==> src/common/alux_pkg.sv <==
// Package of operation codes, flag positions and carriers for the arithmetic and logic execution unit
package alux_pkg;

    // Data and I/O widths
    localparam int          DATA_W        = 8;
    localparam int          IO_ADDR_W     = 6;
    localparam logic [5:0]  IO_BIT_LIMIT  = 6'h1f;   // Highest bit-addressable I/O address
    localparam logic [7:0]  ONES_CONST    = 8'hff;   // Minuend of the ones-complement
    localparam logic [7:0]  ZERO_CONST    = 8'h00;   // Minuend of the twos-complement

    // Flag positions in the status byte
    localparam int FLAG_C = 0;
    localparam int FLAG_Z = 1;
    localparam int FLAG_N = 2;
    localparam int FLAG_V = 3;
    localparam int FLAG_S = 4;
    localparam int FLAG_H = 5;

    // Reset value of the status flags
    localparam logic [7:0] FLAGS_RST = 8'h00;

    // Operation codes handed over by the decoder
    typedef enum logic [4:0] {
        OP_NONE        = 5'b00000,
        OP_ADD         = 5'b00001,
        OP_ADD_CARRY   = 5'b00010,
        OP_PAIR_PLUS   = 5'b00011,
        OP_SUB         = 5'b00100,
        OP_SUB_IMM     = 5'b00101,
        OP_SUB_BORROW  = 5'b00110,
        OP_SUB_IMM_BRW = 5'b00111,
        OP_PAIR_MINUS  = 5'b01000,
        OP_AND         = 5'b01001,
        OP_OR          = 5'b01010,
        OP_XOR         = 5'b01011,
        OP_ONES_INV    = 5'b01100,
        OP_TWOS_INV    = 5'b01101,
        OP_MASK_SET    = 5'b01110,
        OP_IO_SET      = 5'b01111,
        OP_IO_CLEAR    = 5'b10000,
        OP_SKIP_HIGH   = 5'b10001,
        OP_SKIP_LOW    = 5'b10010
    } alux_op_t;

    // Request from the decoder and register file
    typedef struct packed {
        logic                 valid;
        alux_op_t             op;
        logic [DATA_W-1:0]    opA;     // Destination / low byte of pair
        logic [DATA_W-1:0]    opB;     // Second register, immediate or high byte of pair
        logic [5:0]           wordImm; // Word immediate
        logic [IO_ADDR_W-1:0] ioAddr;
        logic [2:0]           ioBit;
    } alux_req_t;

    // Result towards the register file and I/O space
    typedef struct packed {
        logic              wrEn;      // Write result byte
        logic              wrHigh;    // Result targets the high byte of a pair
        logic [DATA_W-1:0] result;
        logic              ioWrEn;    // Single-bit I/O write
        logic [IO_ADDR_W-1:0] ioAddr;
        logic [DATA_W-1:0] ioMask;    // Only this bit changes
        logic              ioValue;
        logic              skip;      // Skip next instruction
        logic              busy;      // Second cycle of a word operation
    } alux_rsp_t;

    // Sequencer states
    typedef enum logic [0:0] {
        ST_IDLE = 1'b0,
        ST_HIGH = 1'b1
    } alux_state_t;

    // Whole state of the unit
    typedef struct packed {
        alux_state_t       state;
        logic [7:0]        flags;
        logic [DATA_W-1:0] hiByte;   // Pending high byte of a pair
        logic              hiCarry;  // Carry or borrow from the low byte
        logic              hiSub;    // Pair subtract in progress
        logic              loZero;   // Low byte of pair was zero
        logic [DATA_W-1:0] lowRes;
        alux_rsp_t         rsp;
    } alux_regs_t;

endpackage : alux_pkg

==> src/hdl/alux_exec.sv <==
// Eight-bit arithmetic and logic execution unit with single-bit I/O access
`timescale 1ns/1ps
`default_nettype none

// Operation
// [RQ1] Add and add-with-carry, flags ZCNVH, one cycle
// [RQ2] Pair plus immediate, flags ZCNVS, two cycles
// [RQ3] Subtract and subtract-with-borrow, flags ZCNVH, one cycle
// [RQ4] Register minus immediate, flags ZCNVH, one cycle
// [RQ5] Register minus immediate and borrow, one cycle
// [RQ6] Pair minus immediate, flags ZCNVS, two cycles
// [RQ7] AND register or immediate, flags ZNV
// [RQ8] OR register or immediate, flags ZNV
// [RQ9] Exclusive-or of registers, flags ZNV
// [RQ10] Ones and twos invert with listed flags
// [RQ11] Mask set bits ORs immediate, flags ZNV
// [RQ12] Bit ops reach I/O addresses 0x00-0x1F only
// [RQ13] Bit set/clear alters only addressed bit
// [RQ14] Some I/O flags clear by writing one
// [RQ15] Skip tests one I/O bit, high or low
// [RQ16] Software writes reserved bits as zero
// [RQ17] Software never writes reserved I/O addresses
// [RQ18] Unlisted flags hold; carry taken before start
module alux_exec
    import alux_pkg::*;
(
    // Clock and reset
    input  wire logic                 core_clk,
    input  wire logic                 nrst,
    // Request from the decoder
    input  wire alux_pkg::alux_req_t  req,
    // Current I/O register byte for bit tests
    input  wire logic [7:0]           ioRdData,
    // Result and status
    output var  alux_pkg::alux_rsp_t  rsp,
    output var  logic [7:0]           flags
);
    import alux_pkg::*;

    alux_regs_t r_q;   // Registered state
    alux_regs_t r_d;   // Next state

    // Zero test used by every flag-setting operation
    function automatic logic isZero(input logic [7:0] v);
        isZero = (v == 8'h00);
    endfunction : isZero

    // Eight-bit add or subtract with carry in, giving result, carry, half carry and overflow
    function automatic logic [10:0] addSub(input logic [7:0] a, input logic [7:0] b,
                                           input logic cin, input logic sub);
        logic [8:0] full;
        logic [4:0] half;
        logic       ovf;
        if (sub) begin
            full = {1'b0, a} - {1'b0, b} - {8'h00, cin};
            half = {1'b0, a[3:0]} - {1'b0, b[3:0]} - {4'h0, cin};
            ovf  = (a[7] & ~b[7] & ~full[7]) | (~a[7] & b[7] & full[7]);
        end else begin
            full = {1'b0, a} + {1'b0, b} + {8'h00, cin};
            half = {1'b0, a[3:0]} + {1'b0, b[3:0]} + {4'h0, cin};
            ovf  = (a[7] & b[7] & ~full[7]) | (~a[7] & ~b[7] & full[7]);
        end
        // {half carry, overflow, carry, result}
        addSub = {half[4], ovf, full[8], full[7:0]};
    endfunction : addSub

    // Next-state logic
    always_comb begin
        logic [10:0] ar;
        logic [7:0]  res;
        logic [7:0]  f;
        logic        doAr;
        logic        arSub;
        logic        useC;
        logic [7:0]  bOp;
        logic [7:0]  aOp;
        logic        setH;
        logic        bitReach;
        ar       = '0;
        res      = 8'h00;
        f        = r_q.flags;  // Flags not named below keep their value [RQ18]
        doAr     = 1'b0;
        arSub    = 1'b0;
        useC     = 1'b0;
        bOp      = req.opB;
        aOp      = req.opA;
        setH     = 1'b1;
        bitReach = (req.ioAddr <= IO_BIT_LIMIT);   // [RQ12]
        r_d      = r_q;
        r_d.rsp  = '0;

        unique case (r_q.state)
            ST_IDLE: begin
                if (req.valid) begin
                    unique case (req.op)
                        OP_ADD: begin
                            doAr = 1'b1;  // [RQ1]
                        end
                        OP_ADD_CARRY: begin
                            doAr = 1'b1;  // [RQ1]
                            useC = 1'b1;
                        end
                        OP_SUB, OP_SUB_IMM: begin
                            doAr  = 1'b1;  // [RQ3] [RQ4]
                            arSub = 1'b1;
                        end
                        OP_SUB_BORROW, OP_SUB_IMM_BRW: begin
                            doAr  = 1'b1;  // [RQ3] [RQ5]
                            arSub = 1'b1;
                            useC  = 1'b1;
                        end
                        OP_TWOS_INV: begin
                            doAr  = 1'b1;  // [RQ10]
                            arSub = 1'b1;
                            aOp   = ZERO_CONST;
                            bOp   = req.opA;
                        end
                        OP_PAIR_PLUS, OP_PAIR_MINUS: begin
                            // Low byte now, high byte next cycle [RQ2] [RQ6]
                            arSub = (req.op == OP_PAIR_MINUS);
                            ar    = addSub(req.opA, {2'b00, req.wordImm}, 1'b0, arSub);
                            r_d.lowRes     = ar[7:0];
                            r_d.hiByte     = req.opB;
                            r_d.hiCarry    = ar[8];
                            r_d.hiSub      = arSub;
                            r_d.loZero     = isZero(ar[7:0]);
                            r_d.rsp.wrEn   = 1'b1;
                            r_d.rsp.result = ar[7:0];
                            r_d.rsp.busy   = 1'b1;
                            r_d.state      = ST_HIGH;
                        end
                        OP_AND, OP_OR, OP_XOR, OP_MASK_SET: begin
                            // Logic group updates only Z, N and V [RQ7] [RQ8] [RQ9] [RQ11]
                            if (req.op == OP_AND) begin
                                res = req.opA & req.opB;
                            end else if (req.op == OP_XOR) begin
                                res = req.opA ^ req.opB;
                            end else begin
                                res = req.opA | req.opB;
                            end
                            f[FLAG_Z] = isZero(res);
                            f[FLAG_N] = res[7];
                            f[FLAG_V] = 1'b0;
                            r_d.rsp.wrEn   = 1'b1;
                            r_d.rsp.result = res;
                        end
                        OP_ONES_INV: begin
                            res = ONES_CONST - req.opA;  // [RQ10]
                            f[FLAG_Z] = isZero(res);
                            f[FLAG_C] = 1'b1;
                            f[FLAG_N] = res[7];
                            f[FLAG_V] = 1'b0;
                            r_d.rsp.wrEn   = 1'b1;
                            r_d.rsp.result = res;
                        end
                        OP_IO_SET, OP_IO_CLEAR: begin
                            // Only the addressed bit is written, so write-one-to-clear
                            // neighbours are untouched [RQ13] [RQ14]
                            if (bitReach) begin
                                r_d.rsp.ioWrEn  = 1'b1;
                                r_d.rsp.ioAddr  = req.ioAddr;
                                r_d.rsp.ioMask  = 8'h01 << req.ioBit;
                                r_d.rsp.ioValue = (req.op == OP_IO_SET);
                            end
                        end
                        OP_SKIP_HIGH, OP_SKIP_LOW: begin
                            // Skip on the sampled bit [RQ15]
                            if (bitReach) begin
                                r_d.rsp.skip = (req.op == OP_SKIP_HIGH) ? ioRdData[req.ioBit]
                                                                         : ~ioRdData[req.ioBit];
                            end
                        end
                        default: begin
                            // No operation
                        end
                    endcase

                    // Shared byte adder; carry taken from flags before this cycle [RQ18]
                    if (doAr) begin
                        ar = addSub(aOp, bOp, useC & r_q.flags[FLAG_C], arSub);
                        f[FLAG_Z] = isZero(ar[7:0]);
                        f[FLAG_C] = ar[8];
                        f[FLAG_N] = ar[7];
                        f[FLAG_V] = ar[9];
                        if (setH) begin
                            f[FLAG_H] = ar[10];
                        end
                        r_d.rsp.wrEn   = 1'b1;
                        r_d.rsp.result = ar[7:0];
                    end
                end
            end
            ST_HIGH: begin
                // High byte of a pair, then word flags [RQ2] [RQ6]
                ar = addSub(r_q.hiByte, 8'h00, r_q.hiCarry, r_q.hiSub);
                f[FLAG_Z] = r_q.loZero & isZero(ar[7:0]);
                f[FLAG_N] = ar[7];
                f[FLAG_V] = r_q.hiSub ? (r_q.hiByte[7] & ~ar[7]) : (~r_q.hiByte[7] & ar[7]);
                f[FLAG_C] = r_q.hiSub ? (~r_q.hiByte[7] & ar[7]) : (r_q.hiByte[7] & ~ar[7]);
                f[FLAG_S] = ar[7] ^ f[FLAG_V];
                r_d.rsp.wrEn   = 1'b1;
                r_d.rsp.wrHigh = 1'b1;
                r_d.rsp.result = ar[7:0];
                r_d.state      = ST_IDLE;
            end
            default: begin
                r_d.state = ST_IDLE;
            end
        endcase
        r_d.flags = f;
    end

    // State register
    always_ff @(posedge core_clk or negedge nrst) begin
        if (!nrst) begin
            r_q       <= '0;
            r_q.flags <= FLAGS_RST;
        end else begin
            r_q <= r_d;
        end
    end

    // Outputs straight from flip-flops
    assign rsp   = r_q.rsp;
    assign flags = r_q.flags;

endmodule : alux_exec
`default_nettype wire
==> config.mk <==
export PLATFORM = sky130hd
export DESIGN_NAME = alux_exec
export DESIGN_NICKNAME = d
export VERILOG_FILES = /design/src/common/alux_pkg.sv /design/src/hdl/alux_exec.sv
export SDC_FILE = /design/constraint.sdc
export NUM_CORES = 1
export LEC_CHECK = 0
export BUFFER_PORTS_ARGS = -buffer_cell sky130_fd_sc_hd__buf_2
export CAP_MARGIN = 30
export CORE_MARGIN = 2
export CORE_UTILIZATION = 35
export CTS_CLUSTER_DIAMETER = 60
export DETAILED_ROUTE_END_ITERATION = 8
export GPL_TIMING_DRIVEN = 0
export SYNTH_ARGS = -nofsm -noshare
export SYNTH_HDL_FRONTEND = slang
export SYNTH_SLANG_ARGS = --single-unit
export TNS_END_PERCENT = 5
==> constraint.sdc <==
create_clock -name core_clk -period 6.19 [get_ports core_clk]
set_clock_uncertainty 0.15 [all_clocks]
set_input_delay 1.238 -clock core_clk [delete_from_list [all_inputs] [get_ports core_clk]]
set_output_delay 1.238 -clock core_clk [all_outputs]
set_load 0.1 [all_outputs]
==> Word-level counts from Yosys, hierarchy flattened <==
Cells that the tools add are included.
Widths: inputs -> output; s select.
{ "totals": {"in_bits": 47, "ff_bits": 46, "output_inout_bits": 36, "elab_cells": 157} }
{ "classes": {"eq_ne": 21, "n_mux": 59, "magnitude_cmp": 2, "n_reduce_logical": 17, "n_bitwise": 26, "shifts": 1, "n_addsub": 13} }
{ "op_table": {"columns": ["cell", "n"], "rows": [
  ["$mux 8", 14],
  ["$mux 9", 8],
  ["$eq 5x4->1 const B", 8],
  ["$logic_not 8->1", 5],
  ["$mux 16", 2],
  ["$mux 26", 1],
  ["$pmux 8 s3", 1],
  ["$mux 1", 22],
  ["$eq 5x3->1 const B", 4],
  ["$mux 18", 1],
  ["$pmux 8 s2", 1],
  ["$eq 5x5->1 const B", 3],
  ["$reduce_or 7->1", 2],
  ["$and 1x1->1", 12],
  ["$eq 5x2->1 const B", 2],
  ["$add 8x6->9", 1],
  ["$add 8x8->9", 1],
  ["$add 9x1->9", 1],
  ["$sub 8x6->9", 1],
  ["$sub 8x8->9", 1],
  ["$sub 9x1->9", 1],
  ["$add 8x1->8", 1],
  ["$and 8x8->8", 1],
  ["$mux 4", 2],
  ["other kinds (29)", 43]
]} }

==> Depth between registers and ports, before layout <==
{ "depth": {"depth_word": 15, "mapped_depth": 16, "depth_no_buf": 15} }

==> Worst setup path before layout <==
Ideal clock, no wire load.
{ "synth_timing": {"kind": "input to register", "from": "input port req[33] in the netlist's numbering", "to": "register, netlist name flags[2]", "arrival_ps": 4111, "cell_stages": 15, "setup_time_ps": 121, "setup_slack_ps": 1808, "t_required_ps": 5919, "path_buffers": 2, "cell_sequence": "buf_2 > nand3b_1 > nor2_1 > clkbuf_1 > o21ai_0 > ha_1 > inv_1 > ha_1 > a21oi_1 > o21ai_0 > o41ai_2 > xnor2_1 > mux2i_1 > o221ai_1 > a22o_1"} }
{ "synth_via": {"elab_chain_cells": 14, "word_cells_on_any_way": 54, "classes_between": "add/sub (4); eq/ne (15); mux (28); bitwise (1); reduce/logical (6)"} }
{ "synth_lines": {"columns": ["element", "line_no", "source"], "rows": [
  ["from (decl)", "alux_exec.sv:31", "input wire alux_pkg::alux_req_t req,"],
  ["parallel branches: the longest is 14 deep, another holds $add 8x8->9", null, null]
]} }
Parallel ways; which one is timed is not known. The select of a mux whose other input is x is not followed.
A chain may end at the register's enable or synchronous reset.

==> Worst setup path after layout <==
{ "layout_timing": {"from": "input port req[33] in the netlist's numbering", "to": "register, netlist name flags[2]"} }
{ "layout_via": {"elab_chain_cells": 14, "word_cells_on_any_way": 54, "classes_between": "add/sub (4); eq/ne (15); mux (28); bitwise (1); reduce/logical (6)"} }
{ "layout_lines": {"columns": ["element"], "rows": [
  ["parallel branches: the longest is 14 deep, another holds $add 8x8->9"]
]} }
Parallel ways; which one is timed is not known. The select of a mux whose other input is x is not followed.

==> results.py <==
metrics = {
    "yosys": {
        "synth_edf_count": 0,
        "synth_warnings": 0,
        "synth_most_common_cell": "nand2_1",
        "syn_avg_cell_area_um2": 8.22,
        "synth.distinct_cells": 65,
        "ys_top_cells_by_area": "dfrtp_1, ha_1, buf_4",
        "synth_cells": 571,
        "yosysTopAreaCellShare_pct": 24.0,
        "ys_seq_elements": 45,
        "synthArstFlopShare_pct": 100,
        "synth_seq_area_share_pct": 24.0,
        "syn-cell-area_um2": 4690,
        "synthFlopType": "dfrtp_1",
        "synthTopCellsByCount": "nand2_1, ha_1, inv_1",
        "yosysTopAreaCell": "dfrtp_1",
    },
    "placement": {
        "dp_cells": 828,
        "dp_hpwl_um": 11200,
        "place.port_buffers": 78,
        "pre_cts_ws_ns": 0.900,
        "place.gp.congestion": 0.903,
    },
    "drt": {
        "ant_nets": 0,
        "remaining_drc_errors": 0,
        "drt_iter0_drc": 372,
        "wl_um": 13600,
        "drt_first_pass_iters": 4,
        "vias_per_cell": 5.29,
        "routedWlPerCell_um": 16.3,
        "vias": 4419,
    },
    "job": {
        "cap_viol_max_count": 0,
    },
    "cts": {
        "cts_resized": 0,
        "cts_hold_buf": 0,
        "insertion_delay_ns": 0.29,
        "cts.path.max_buffers": 2,
        "post_cts_buffers": 0,
        "cts_buffers": 5,
        "cts.reportedPaths.clkPinSlew_ns": 0.06,
        "cts_sinks": 45,
        "root_buffer": "clkbuf_16",
        "cts_tree": "done",
        "htreeDepth": 2,
    },
    "worst_hold_path": {
        "hold_depth": 1,
        "min-delay-start": "flags[4]$_DFFE_PN0P_",
        "hp-class": "register to register",
        "hold_end": "flags[4]$_DFFE_PN0P_",
    },
    "floorplan": {
        "rows": 42,
        "io_pins": 83,
        "start_util_pct": 35.6,
        "core_um2": 13200,
        "die_y_um": 120,
        "fp.dieW_um": 120,
        "die_area_um2": 14400,
    },
    "sta": {
        "tns_ns": 0,
        "relSlewSlack_pct": 58.4,
        "hold_viol": 0,
        "max_freq_mhz": 198,
        "min_period_ns": 5.05,
        "worst_slew_pin_slew_ns": 0.620,
        "fin_crit_sh_pct": 81.6,
        "setup_ws_ns": 1.14,
        "final-setup-viol-count": 0,
        "grt_setup_unrepaired": "false",
        "drv_slew": 0,
    },
    "setup_path": {
        "cp-end-kind": "register",
        "crit_type": "input pin to register",
        "r2r_slack_ns": 3.03,
        "r2r_cells": 10,
        "crit_arrival_ns": 5.08,
        "rr_startpoint": "flags[0]$_DFFE_PN0P_",
        "worstPathMaxFanout": 10,
        "required_ns": 6.22,
        "reg2reg_to": "flags[2]$_DFFE_PN0P_",
        "start_kind": "input pin",
    },
    "global_route": {
        "grt_pass1_wl_um": 22200,
        "overflow": 0,
        "grt_pass1_vias": 4322,
        "antenna_found_initial": 0,
        "grt_start_max_net_pins": 40,
        "track_usage_pct": 19.5,
    },
    "finish": {
        "fillerInstances": 1365,
        "fin_nets": 766,
        "drive_gt1_share_pct": 21.4,
        "final_core_util_pct": 41.6,
        "multi_input_area_um2": 3020,
        "synthToLayoutAreaGrowth_pct": 17.0,
        "regArea_um2": 1130,
        "final-instance-count-excl-fill": 836,
        "n_antenna_cell": 0,
    },
    "power_and_ir_drop": {
        "powerDensity_nw_per_um2": 238,
        "power_uw": 1310,
        "p_leak_uw": 0.00282,
        "vdd_drop_max_v": 0.000102,
    },
    "status": {
        "status": "finished clean",
    },
}
[final cells by class]
| class | instances | share of cell area (%) |
|---|---|---|
| tap | 176 | 4.01 |
| clock buffer | 7 | 2.78 |
| timing repair buffer | 79 | 7.47 |
| multi-input combinational | 421 | 54.9 |
| buffer | 53 | 6.49 |
| inverter | 54 | 3.69 |
| sequential | 45 | 20.5 |
| clock inverter | 1 | 0.0912 |
[through the flow]
stage / hold slack (ns) / instance area (µm²)
after global placement: 0.326 / 5310
after global routing: 0.359 / 5490
after detailed placement: 0.328 / 5330
final: 0.340 / 5490
after floorplan: 0.257 / 4700
after CTS: 0.345 / 5490
[state kept, by name, indices dropped and copies added (netlist names)]
signal	flops
rsp	28
r_q	11
flags	6
[power by group]
group	switching [µW]	internal [µW]	leakage, µW
combinational	437	232	0.00214
sequential	24.9	328	0.000598
clock	114	171	0.0000799
[worst max path at each step]
stage	from	end	slack, ns	cells past startpoint
6_report	req[33]	flags[2]$_DFFE_PN0P_	1.14	16
3_3_place_gp	req[33]	flags[2]$_DFFE_PN0P_	0.93	16
5_1_grt	req[33]	flags[2]$_DFFE_PN0P_	0.83	16
3_5_place_dp	req[33]	flags[2]$_DFFE_PN0P_	0.90	16
2_1_floorplan	req[33]	flags[2]$_DFFE_PN0P_	1.81	15
4_1_cts	req[33]	flags[2]$_DFFE_PN0P_	1.20	16
[layer usage]
| metal | share of wire [%] | track usage (%) | vias to the layer above |
|---|---|---|---|
| met2 | 47 | 32.6 | 141 |
| met1 | 45 | 26.3 | 2126 |
| met3 | 5.9 | 2.66 | 15 |
| li1 | - | - | 2137 |
| met5 | 0 | 0 | - |
| met4 | 1.6 | 5.74 | 0 |
[cell usage in the layout (no fill, tap or decap), types with 9 or more instances in the layout]
| master | count |
|---|---|
| buf_2 | 81 |
| nand2_1 | 57 |
| ha_1 | 54 |
| inv_1 | 52 |
| dfrtp_1 | 45 |
| nor2_1 | 41 |
| buf_4 | 37 |
| o21ai_0 | 28 |
| a21oi_1 | 25 |
| xnor2_1 | 15 |
| clkbuf_1 | 10 |
| xor2_1 | 10 |
| nand2b_1 | 10 |
| mux2i_1 | 10 |
| a211oi_1 | 10 |
| o22ai_1 | 10 |
| nor2b_1 | 9 |
| and2_1 | 9 |
| nor3_1 | 9 |
[critical path: stages]
cell and delay [ns]:
buf_2 0.11, buf_2 0.22, nand3b_1 0.13, nor2_1 0.32, clkbuf_1 0.37, o21ai_0 0.21
ha_1 0.43, inv_1 0.07, ha_1 0.36, a21oi_1 0.14, o21ai_0 0.19, o41ai_2 0.36
xnor2_1 0.16, mux2i_1 0.32, o221ai_1 0.22, a22o_1 0.23
[logic make-up (layout without fill, tap and decap cells)]
family / count (synthesis) / after routing / share of synthesized area (%)
AO/OA/AOI/OAI: 140 / 140 / 19.8
XOR/XNOR: 25 / 25 / 4.66
adder cells (fa/ha/maj): 60 / 60 / 17.0
buffers and inverters: 107 / 194 / 11.9
flip-flops: 45 / 45 / 24.0
multiplexers: 14 / 14 / 3.57
other: 1 / 3 / 0.0799
AND/OR/NAND/NOR: 179 / 179 / 19.1
(Power assumes the default switching activity.)
